### config.mk
export PLATFORM = sky130hd
export DESIGN_NAME = usb_ls_bus_state_control
export DESIGN_NICKNAME = d
export VERILOG_FILES = /design/src/rtl/usb_ls_pkg.sv /design/src/rtl/usb_line_sampler.sv /design/src/rtl/usb_ls_bus_state_control.sv
export SDC_FILE = /design/constraint.sdc
export NUM_CORES = 1
export LEC_CHECK = 0
export BUFFER_PORTS_ARGS = -buffer_cell sky130_fd_sc_hd__buf_2
export CAP_MARGIN = 20
export CORE_MARGIN = 10
export CORE_UTILIZATION = 45
export CTS_CLUSTER_SIZE = 12
export DETAILED_ROUTE_END_ITERATION = 10
export PLACE_DENSITY = 0.68
export SETUP_SLACK_MARGIN = 0.1
export SLEW_MARGIN = 5
export SYNTH_ARGS = -nofsm -noshare
export SYNTH_HDL_FRONTEND = slang
export SYNTH_SLANG_ARGS = --single-unit
### constraint.sdc
create_clock -name REF_CLK_I -period 4.1 [get_ports REF_CLK_I]
set_input_delay 0.205 -clock REF_CLK_I [delete_from_list [all_inputs] [get_ports REF_CLK_I]]
set_output_delay 0.205 -clock REF_CLK_I [all_outputs]
set_load 0.01 [all_outputs]
### src/rtl/usb_ls_pkg.sv
// Shared constants and types for the low-speed USB bus-state logic
package usb_ls_pkg;

   // -------------------------------------------------------------------
   // Clock and bit timing
   // -------------------------------------------------------------------
   localparam int CLK_HZ = 100_000_000;
   localparam int SAMPLE_HZ = 6_000_000;
   localparam int BIT_RATE_HZ = 1_500_000;
   localparam int SAMPLES_PER_BIT = SAMPLE_HZ / BIT_RATE_HZ;
   localparam int EOP_SE0_BITS = 2;
   localparam int EOP_J_BITS = 1;
   localparam int RESET_MIN_BITS = 4;
   localparam longint EOP_REJECT_NS = 330;
   localparam longint IDLE_SUSPEND_US = 3000;
   localparam longint WAKE_IDLE_US = 5000;

   // Widths
   localparam int ADDR_W = 4;
   localparam int DATA_W = 8;
   localparam int CNT_W = 6;
   localparam int IDLE_W = 16;
   localparam int DEV_ADDR_W = 7;

   // Derived counts, in line samples
   localparam logic [CNT_W-1:0] EOP_SE0_SAMPLES = CNT_W'(EOP_SE0_BITS * SAMPLES_PER_BIT);
   localparam logic [CNT_W-1:0] EOP_J_SAMPLES = CNT_W'(EOP_J_BITS * SAMPLES_PER_BIT);
   localparam logic [CNT_W-1:0] RESET_SAMPLES = CNT_W'(RESET_MIN_BITS * SAMPLES_PER_BIT);
   // n samples span only n-1 periods, so one more than the rounded-up width
   localparam logic [CNT_W-1:0] EOP_MIN_SAMPLES =
      CNT_W'((EOP_REJECT_NS * SAMPLE_HZ + 64'd999_999_999) / 64'd1_000_000_000 + 64'd1);
   localparam int IDLE_SUSPEND_SAMPLES = int'(IDLE_SUSPEND_US * SAMPLE_HZ / 1_000_000);
   localparam int WAKE_IDLE_SAMPLES = int'(WAKE_IDLE_US * SAMPLE_HZ / 1_000_000);

   // -------------------------------------------------------------------
   // Register map
   // -------------------------------------------------------------------
   localparam logic [ADDR_W-1:0] OFS_USB_INTERRUPT_REG_ZERO = 4'h0;
   localparam logic [ADDR_W-1:0] OFS_USB_CONTROL_REG_ONE = 4'h1;
   localparam logic [ADDR_W-1:0] OFS_BUS_STATUS = 4'h2;
   localparam logic [ADDR_W-1:0] OFS_DEVICE_ADDRESS = 4'h3;
   // Interrupt register zero
   localparam int BIT_PACKET_END_SEEN = 0;
   localparam int BIT_BUS_RESET = 1;
   localparam int BIT_RESUME_SEEN = 2;
   localparam int BIT_SUSPEND_REQUEST = 3;
   // Control register one
   localparam int BIT_FORCE_WAKEUP = 0;
   // Bus status
   localparam int BIT_SUSPENDED = 0;
   localparam int BIT_IDLE_3MS = 1;
   localparam int BIT_WAKE_DRIVING = 2;
   localparam int BIT_LINE_J = 3;
   localparam int BIT_LINE_SE0 = 4;
   localparam int BIT_RESET_ACTIVE = 5;

   // -------------------------------------------------------------------
   // Types
   // -------------------------------------------------------------------
   // Line code is {dp, dm}; low speed idles with dm high
   typedef enum logic [1:0] {
      LINE_SE0 = 2'b00,
      LINE_J = 2'b01,
      LINE_K = 2'b10,
      LINE_SE1 = 2'b11
   } line_t;

   typedef enum logic [1:0] {
      TX_IDLE = 2'b00,
      TX_WAIT = 2'b01,
      TX_SE0 = 2'b10,
      TX_J = 2'b11
   } tx_state_t;

   typedef struct packed {
      logic [ADDR_W-1:0] addr;
      logic [DATA_W-1:0] wdata;
      logic wr;
      logic rd;
   } reg_req_t;

   typedef struct packed {
      logic tick;
      line_t line;
   } sample_t;

endpackage

### src/rtl/usb_line_sampler.sv
// Sample-rate enable and line sampler for the D+/D- receivers
`timescale 1ns/1ps
`default_nettype none

module usb_line_sampler #(
   parameter int CLK_HZ = usb_ls_pkg::CLK_HZ,
   parameter int SAMPLE_HZ = usb_ls_pkg::SAMPLE_HZ
) (
   // Clock and reset
   input wire logic clk_i,
   input wire logic rst_n_i,
   // Line receivers
   input wire logic dp_i,
   input wire logic dm_i,
   // Sample stream
   output usb_ls_pkg::sample_t smp_o
);
   import usb_ls_pkg::*;

   typedef struct packed {
      logic [31:0] acc;
      sample_t smp;
   } smp_state_t;

   smp_state_t q, d;
   logic [31:0] sum;

   generate
      if (SAMPLE_HZ <= 0 || SAMPLE_HZ >= CLK_HZ) begin : g_bad_rate
         $error("Sample rate must be positive and below the clock rate");
      end
   endgenerate

   // -------------------------------------------------------------------
   // Fractional divider: 100 MHz does not divide to 6 MHz evenly
   // -------------------------------------------------------------------
   always_comb begin
      d = q;
      sum = q.acc + 32'(SAMPLE_HZ);
      d.smp.tick = 1'b0;
      if (sum >= 32'(CLK_HZ)) begin
         d.acc = sum - 32'(CLK_HZ);
         d.smp.tick = 1'b1;
         d.smp.line = line_t'({dp_i, dm_i});
      end else begin
         d.acc = sum;
      end
   end

   always_ff @(posedge clk_i) begin
      if (!rst_n_i) begin
         q <= '0;
      end else begin
         q <= d;
      end
   end

   assign smp_o = q.smp;

endmodule

`default_nettype wire

### src/rtl/usb_ls_bus_state_control.sv
// Low-speed USB bus-state logic: EOP, bus reset, suspend and resume
//
// Local design decisions: the strobed register port and the placing of the registers.
`timescale 1ns/1ps
`default_nettype none

// Functional notes
// - End of packet is two bit times of SE0, then one bit time of J.
// - After that J bit, both line drivers go high impedance.
// - Packet ends exactly at the SE0 to J change.
// - SE0 of 2.5 us or more is reset; recognised by 5.5 us.
// - SE0 lasting 4 to 8 bit times is a valid bus reset.
// - Bus reset holds device in reset; reset flag set on release.
// - After reset device is unaddressed; new address accepted at once.
// - Bus reset wakes the device from suspend well within 10 ms.
// - Suspend entered by the suspend request bit; firmware watches EOP flag.
// - Suspend ends on bus activity, bus reset or forced wake-up.
// - While force wake-up bit is set, drive K upstream.
// - Wake-up K starts only after 5 ms of idle bus.
// - Firmware holds force wake-up 10 to 15 ms; hardware does not time it.
// - Clearing force wake-up releases the lines to high impedance.
// - Transmitted EOP SE0 lasts 1.25 to 1.50 us.
// - Accept 670 ns SE0 then J as EOP; reject under 330 ns or no J.
// - Bit time is 1.5 Mb/s, four 6 MHz samples.
module usb_ls_bus_state_control #(
   parameter int IDLE_SUSPEND_SAMPLES = usb_ls_pkg::IDLE_SUSPEND_SAMPLES,
   parameter int WAKE_IDLE_SAMPLES = usb_ls_pkg::WAKE_IDLE_SAMPLES
) (
   // Clock and reset
   input wire logic REF_CLK_I,
   input wire logic RESET_N_I,
   // Register port
   input wire usb_ls_pkg::reg_req_t REG_REQ_I,
   output logic [usb_ls_pkg::DATA_W-1:0] REG_RDATA_O,
   // USB data lines
   input wire logic DP_I,
   input wire logic DM_I,
   output logic DP_O,
   output logic DM_O,
   output logic DP_OE_O,
   output logic DM_OE_O,
   // Packet engine side
   input wire logic TX_EOP_REQ_I,
   output logic TX_EOP_DONE_O,
   output logic RX_EOP_O,
   // Device state
   output logic DEVICE_RESET_O,
   output logic SUSPENDED_O
);
   import usb_ls_pkg::*;

   typedef struct packed {
      tx_state_t tx_state;
      logic [CNT_W-1:0] tx_cnt;
      logic [CNT_W-1:0] se0_cnt;
      logic [IDLE_W-1:0] idle_cnt;
      logic bus_rst;
      logic suspended;
      logic suspend_request_bit;
      logic force_wakeup_bit;
      logic wake_drive;
      logic packet_end_seen_flag;
      logic bus_reset_flag;
      logic resume_seen_flag;
      logic [DEV_ADDR_W-1:0] dev_addr;
      logic [DATA_W-1:0] rdata;
      logic dp;
      logic dm;
      logic oe;
      logic eop_pulse;
      logic done_pulse;
   } ctl_state_t;

   ctl_state_t q, d;
   sample_t smp;
   logic activity;

   generate
      if (IDLE_SUSPEND_SAMPLES < 1 || IDLE_SUSPEND_SAMPLES >= (1 << IDLE_W) ||
          WAKE_IDLE_SAMPLES < 1 || WAKE_IDLE_SAMPLES >= (1 << IDLE_W)) begin : g_bad_idle
         $error("Idle sample counts must fit the idle counter");
      end
   endgenerate

   // -------------------------------------------------------------------
   // Helpers
   // -------------------------------------------------------------------
   function automatic logic [CNT_W-1:0] sat_inc(input logic [CNT_W-1:0] v);
      sat_inc = (v == {CNT_W{1'b1}}) ? v : v + 1'b1;
   endfunction

   function automatic logic [IDLE_W-1:0] idle_inc(input logic [IDLE_W-1:0] v);
      idle_inc = (v == {IDLE_W{1'b1}}) ? v : v + 1'b1;
   endfunction

   // -------------------------------------------------------------------
   // Line sampler
   // -------------------------------------------------------------------
   usb_line_sampler #(
      .CLK_HZ(CLK_HZ),
      .SAMPLE_HZ(SAMPLE_HZ)
   ) u_sampler (
      .clk_i(REF_CLK_I),
      .rst_n_i(RESET_N_I),
      .dp_i(DP_I),
      .dm_i(DM_I),
      .smp_o(smp)
   );

   // -------------------------------------------------------------------
   // Next state
   // -------------------------------------------------------------------
   always_comb begin
      d = q;
      d.eop_pulse = 1'b0;
      d.done_pulse = 1'b0;
      d.rdata = '0;
      activity = 1'b0;

      // Register reads: data stand for the one following cycle only
      if (REG_REQ_I.rd) begin
         case (REG_REQ_I.addr)
            OFS_USB_INTERRUPT_REG_ZERO: begin
               d.rdata[BIT_PACKET_END_SEEN] = q.packet_end_seen_flag;
               d.rdata[BIT_BUS_RESET] = q.bus_reset_flag;
               d.rdata[BIT_RESUME_SEEN] = q.resume_seen_flag;
               d.rdata[BIT_SUSPEND_REQUEST] = q.suspend_request_bit;
            end
            OFS_USB_CONTROL_REG_ONE: begin
               d.rdata[BIT_FORCE_WAKEUP] = q.force_wakeup_bit;
            end
            OFS_BUS_STATUS: begin
               d.rdata[BIT_SUSPENDED] = q.suspended;
               d.rdata[BIT_IDLE_3MS] = (q.idle_cnt >= IDLE_W'(IDLE_SUSPEND_SAMPLES));
               d.rdata[BIT_WAKE_DRIVING] = q.wake_drive;
               d.rdata[BIT_LINE_J] = (smp.line == LINE_J);
               d.rdata[BIT_LINE_SE0] = (smp.line == LINE_SE0);
               d.rdata[BIT_RESET_ACTIVE] = q.bus_rst;
            end
            OFS_DEVICE_ADDRESS: begin
               d.rdata[DEV_ADDR_W-1:0] = q.dev_addr;
            end
            default: begin
               d.rdata = '0;
            end
         endcase
      end

      // Register writes; flags clear by writing one, a same-cycle event wins
      if (REG_REQ_I.wr) begin
         case (REG_REQ_I.addr)
            OFS_USB_INTERRUPT_REG_ZERO: begin
               if (REG_REQ_I.wdata[BIT_PACKET_END_SEEN]) begin
                  d.packet_end_seen_flag = 1'b0;
               end
               if (REG_REQ_I.wdata[BIT_BUS_RESET]) begin
                  d.bus_reset_flag = 1'b0;
               end
               if (REG_REQ_I.wdata[BIT_RESUME_SEEN]) begin
                  d.resume_seen_flag = 1'b0;
               end
               d.suspend_request_bit = REG_REQ_I.wdata[BIT_SUSPEND_REQUEST];
            end
            OFS_USB_CONTROL_REG_ONE: begin
               d.force_wakeup_bit = REG_REQ_I.wdata[BIT_FORCE_WAKEUP];
            end
            OFS_DEVICE_ADDRESS: begin
               d.dev_addr = REG_REQ_I.wdata[DEV_ADDR_W-1:0];
            end
            default: begin
               d.dev_addr = q.dev_addr;
            end
         endcase
      end

      // Suspend entry follows the request bit directly
      if (d.suspend_request_bit && !q.suspended) begin
         d.suspended = 1'b1;
      end

      // Receive side, once per line sample
      if (smp.tick) begin
         activity = (smp.line != LINE_J);
         if (smp.line == LINE_SE0) begin
            d.se0_cnt = sat_inc(q.se0_cnt);
            // Four bit times: above 2.5 us, below 5.5 us
            if (d.se0_cnt >= RESET_SAMPLES) begin
               d.bus_rst = 1'b1;
            end
         end else begin
            // Own drive is ignored so our EOP is not reported back
            if (smp.line == LINE_J && !q.bus_rst && !q.oe &&
                q.se0_cnt >= EOP_MIN_SAMPLES && q.se0_cnt < RESET_SAMPLES) begin
               d.eop_pulse = 1'b1;
               d.packet_end_seen_flag = 1'b1;
            end
            d.se0_cnt = '0;
            if (q.bus_rst) begin
               d.bus_rst = 1'b0;
               d.bus_reset_flag = 1'b1;
            end
         end
         d.idle_cnt = activity ? '0 : idle_inc(q.idle_cnt);
      end

      // Remote wake-up: gated on idle time, held while the bit stays set
      if (q.force_wakeup_bit && (q.wake_drive ||
          q.idle_cnt >= IDLE_W'(WAKE_IDLE_SAMPLES))) begin
         d.wake_drive = 1'b1;
      end else if (!q.force_wakeup_bit) begin
         d.wake_drive = 1'b0;
      end

      // Suspend exit; host resume K shows up here as activity
      if (q.suspended && (activity || d.bus_rst || d.wake_drive)) begin
         d.suspended = 1'b0;
         d.suspend_request_bit = 1'b0;
         d.resume_seen_flag = 1'b1;
      end

      // EOP transmitter, aligned to sample ticks so widths are exact
      case (q.tx_state)
         TX_IDLE: begin
            if (TX_EOP_REQ_I) begin
               d.tx_state = TX_WAIT;
            end
         end
         TX_WAIT: begin
            if (smp.tick) begin
               d.tx_state = TX_SE0;
               d.tx_cnt = '0;
            end
         end
         TX_SE0: begin
            if (smp.tick) begin
               d.tx_cnt = q.tx_cnt + 1'b1;
               // Eight samples make 1.33 us
               if (q.tx_cnt == EOP_SE0_SAMPLES - 1'b1) begin
                  d.tx_state = TX_J;
                  d.tx_cnt = '0;
               end
            end
         end
         TX_J: begin
            if (smp.tick) begin
               d.tx_cnt = q.tx_cnt + 1'b1;
               if (q.tx_cnt == EOP_J_SAMPLES - 1'b1) begin
                  d.tx_state = TX_IDLE;
                  d.tx_cnt = '0;
                  d.done_pulse = 1'b1;
               end
            end
         end
         default: begin
            d.tx_state = TX_IDLE;
         end
      endcase

      // Bus reset holds transmitter, suspend, wake-up and address cleared; the flags keep their values
      if (d.bus_rst) begin
         d.tx_state = TX_IDLE;
         d.tx_cnt = '0;
         d.suspended = 1'b0;
         d.suspend_request_bit = 1'b0;
         d.force_wakeup_bit = 1'b0;
         d.wake_drive = 1'b0;
         d.dev_addr = '0;
         d.done_pulse = 1'b0;
      end

      // Pin drive; EOP takes the lines before wake-up K
      case (d.tx_state)
         TX_SE0: begin
            d.oe = 1'b1;
            d.dp = 1'b0;
            d.dm = 1'b0;
         end
         TX_J: begin
            d.oe = 1'b1;
            d.dp = 1'b0;
            d.dm = 1'b1;
         end
         default: begin
            d.oe = d.wake_drive;
            d.dp = d.wake_drive;
            d.dm = 1'b0;
         end
      endcase
   end

   // -------------------------------------------------------------------
   // State register
   // -------------------------------------------------------------------
   always_ff @(posedge REF_CLK_I) begin
      if (!RESET_N_I) begin
         q <= '0;
      end else begin
         q <= d;
      end
   end

   // -------------------------------------------------------------------
   // Outputs, all straight from flops
   // -------------------------------------------------------------------
   assign REG_RDATA_O = q.rdata;
   assign DP_O = q.dp;
   assign DM_O = q.dm;
   assign DP_OE_O = q.oe;
   assign DM_OE_O = q.oe;
   assign TX_EOP_DONE_O = q.done_pulse;
   assign RX_EOP_O = q.eop_pulse;
   assign DEVICE_RESET_O = q.bus_rst;
   assign SUSPENDED_O = q.suspended;

endmodule

`default_nettype wire

==> results.py <==
metrics = {
    "synthesis": {
        "yosys_warnings": 0,
        "synthTopCellsByArea": "dfxtp_1 35%, a21oi_1 5.3%, nor2_1 5.3%",
        "synth_edf_count": 0,
        "synth-main-ff-cell": "dfxtp_1",
        "yosys.area_share.simple_pct": 26.30,
        "synthArstFlopShare_pct": 0,
        "synth_top_family_by_area": "simple AND/OR/NAND/NOR gates",
        "synth_top_area_share_pct": 34.59,
        "synthCells": 615,
        "ys_ff_latch": 85,
        "synth-xor-area-share_pct": 6.918,
        "synth-seq-area-share_pct": 34.59,
        "synthAdderAreaFrac_pct": 1.780,
        "syn_nets": 641,
        "synth_mux_area_share_pct": 2.442,
        "synth.distinct_cells": 72,
        "syn_area_sq_um": 4920,
        "synth-compound-area-share_pct": 22.81,
        "syn_avg_cell_area_sq_um": 8.000,
        "synth_largest_area_cell": "dfxtp_1",
    },
    "global_routing": {
        "gr-usage-all-layers_pct": 14.25,
        "grt-ovfl-total": 0,
        "grt_pass1_vias": 4098,
        "grt_pass1_wl_mm": 19.39,
        "grt_max_degree": 34,
        "grt_antenna_before_repair": 0,
    },
    "sta": {
        "fin_crit_sh_pct": 85.75,
        "relSlewSlack_pct": 31.71,
        "rsz0062_at_grt": "no",
        "fin_setup_tns_ns": 0,
        "max_freq_ghz": 0.2844,
        "fin_skew_ns": 0.01042,
        "tightest_slew_ns": 1.018,
        "report.final.setup_viol": 0,
        "layout_min_cycle_time_ns": 3.516,
        "hold_viol_final": 0,
        "drv_slew": 0,
        "worst_slack_ns": 0.5842,
    },
    "worst_hold_path": {
        "hp-class": "input port to flop",
    },
    "worst_setup_path": {
        "cp.required_ns": 4.39,
        "criticalPathCategory": "flop to flop",
        "path_max_fanout": 20,
        "cp-start-kind": "flop",
        "arrival_ns": 3.81,
        "end_kind": "flop",
    },
    "layout": {
        "diodes": 0,
        "post_route_cells_drive_above_1_share_pct": 12.68,
        "syn_to_final_growth_pct": 7.553,
        "fin_cells": 771,
        "fillCellCount": 1029,
        "layout_commonest_cell": "dfxtp_1",
        "fin_nets": 652,
        "final_util_pct": 49.03,
        "most-common-layout-cells": "85 x dfxtp_1, 69 x nor2_1, 57 x nand2_1, 52 x a21oi_1, 32 x buf_2",
    },
    "drt": {
        "postRouteWirelength_mm": 11.26,
        "drc": 0,
        "vias_per_cell": 5.681,
        "drtPass1Iterations": 5,
        "routedWlPerCell_microns": 14.60,
        "num_vias": 4380,
        "postRouteAntennaNets": 0,
        "initialDrtViolationCount": 312,
    },
    "power_and_ir_drop": {
        "power_frac_clock_pct": 18.5,
        "p_int_mw": 1.836,
        "combPwrFrac_pct": 45.1,
        "seqPwrFrac_pct": 36.4,
        "switching_power_mw": 1.412,
        "max-vdd-ir-drop_uv": 293.3,
        "p_sw_share_pct": 43.47,
        "power.density_nw_per_um2": 613.9,
        "p_leak_nw": 1.998,
    },
    "clocking": {
        "cts_root_buf": "clkbuf_8",
        "cts_tree": "built",
        "htree_levels": 3,
        "insertion_delay_ns": 0.37,
        "cts.reportedPaths.clkPinSlew_ns": 0.09,
        "ctsResizeCount": 0,
        "numCtsBuffers": 9,
        "cts_hold_buf": 0,
        "cts_setup_buffers": 0,
        "cts_buffer_depth": 2,
        "numClockSinks": 85,
    },
    "placed_design": {
        "placed_cells": 755,
        "place_ws_ns": 0.5866,
        "gp_congestion": 0.8065,
        "place_hpwl_mm": 8.127,
        "port_buffers": 32,
    },
    "outcome": {
        "outcome": "finished, final reports clean",
    },
    "run": {
        "maxCapViolCount": 0,
    },
    "floorplan": {
        "die_h_microns": 124.6,
        "fp.dieArea_sq_um": 15520,
        "start_util_pct": 45.58,
        "coreArea_sq_um": 10790,
        "row_count": 38,
        "dieWidth_microns": 124.6,
        "io_pins": 35,
    },
}
state kept, by name, summed over array words and instances (netlist names):
name / cells
TX_EOP_DONE_O: 1
DEVICE_RESET_O: 1
u_sampler.smp_o: 3
DM_OE_O: 1
SUSPENDED_O: 1
RX_EOP_O: 1
q: 43
REG_RDATA_O: 7
DP_O: 1
DM_O: 1
u_sampler.q: 25
cells in the mapped netlist (6+ instances only):
cell type and count:
o31ai_1 6, inv_1 12, a31oi_1 9, a31o_2 6, nand2_1 57, nand4_1 12, xor2_1 20, nand3_1 24
a21o_1 8, a21oi_1 52, nor3_1 20, or3_1 8, buf_4 11, o21ai_1 6, ha_1 7, nor3b_1 11
nor2_1 69, o21ai_0 28, nand2b_1 10, xnor2_1 17, clkbuf_1 16, dfxtp_1 85, and3_1 15, mux2i_1 12
critical path, stage by stage, from the launching register on:
cell      delay [ns]
dfxtp_1         0.47
inv_1           0.08
ha_1            0.29
and2b_1         0.29
o21ai_1         0.12
a21o_1          0.27
a21oi_1         0.28
xor2_1          0.18
a22oi_2         0.36
o2111a_1        0.69
buf_4           0.23
nand2_1         0.05
a21oi_1         0.12
logic make-up (layout without fill, tap and decap cells):
logic type,Yosys count,after routing
XOR/XNOR,38,38
buffers and inverters,48,64
flip-flops,85,85
other,1,1
AND/OR/NAND/NOR,259,259
multiplexers,12,12
adder cells (fa/ha/maj),7,7
AO/OA/AOI/OAI,165,165
final cells by class:
cell class                      count  area (sq um)  area share (%)
Multi-Input combinational cell    482          2968           56.09
Tap cell                          140         175.2           3.310
Inverter                           12         45.04          0.8513
Timing Repair Buffer               36         202.7           3.831
Clock buffer                       10         127.6           2.412
Clock inverter                      6         71.32           1.348
Sequential cell                    85          1702           32.16
power by group through the flow:
stage          clock (mW)  combinational [mW]  sequential [mW]
2_1_floorplan           0                1.29             1.08
3_3_place_gp            0                1.41             1.19
3_5_place_dp            0                1.45             1.19
4_1_cts             0.621                1.45             1.17
5_1_grt             0.658                1.62             1.21
6_report            0.601                1.46             1.18
stage by stage:
stage | hold slack, ns | power (mW) | area, sq um
2_1_floorplan | 0.3455 | 2.366 | 4920
3_3_place_gp | 0.4220 | 2.593 | 5092
3_5_place_dp | 0.4255 | 2.639 | 5092
4_1_cts | 0.07520 | 3.249 | 5291
5_1_grt | 0.09744 | 3.491 | 5291
6_report | 0.08220 | 3.249 | 5291
layer usage:
metal / track usage (%) / up-vias / routed length, microns
met5: 0 / - / 0
met1: 17.51 / 2064 / 5262
met4: 4.387 / 0 / 144
li1: - / 2217 / -
met3: 2.766 / 14 / 362
met2: 24.41 / 85 / 5486
path summary, 6_finish.rpt:
| check | start | endpoint | slack (ns) | depth (start not counted) |
|---|---|---|---|---|
| setup / recovery | u_sampler.q[10] | u_sampler.smp_o[0] | 0.58 | 12 |
| hold / removal | REG_REQ_I[7] | q[18] | 0.08 | 3 |
| setup reg to reg | u_sampler.q[10] | u_sampler.smp_o[0] | 0.58 | 12 |
| hold reg to reg | q[19] | REG_RDATA_O[6] | 0.44 | 2 |
Note: power is estimated with default switching activity, not from simulation.
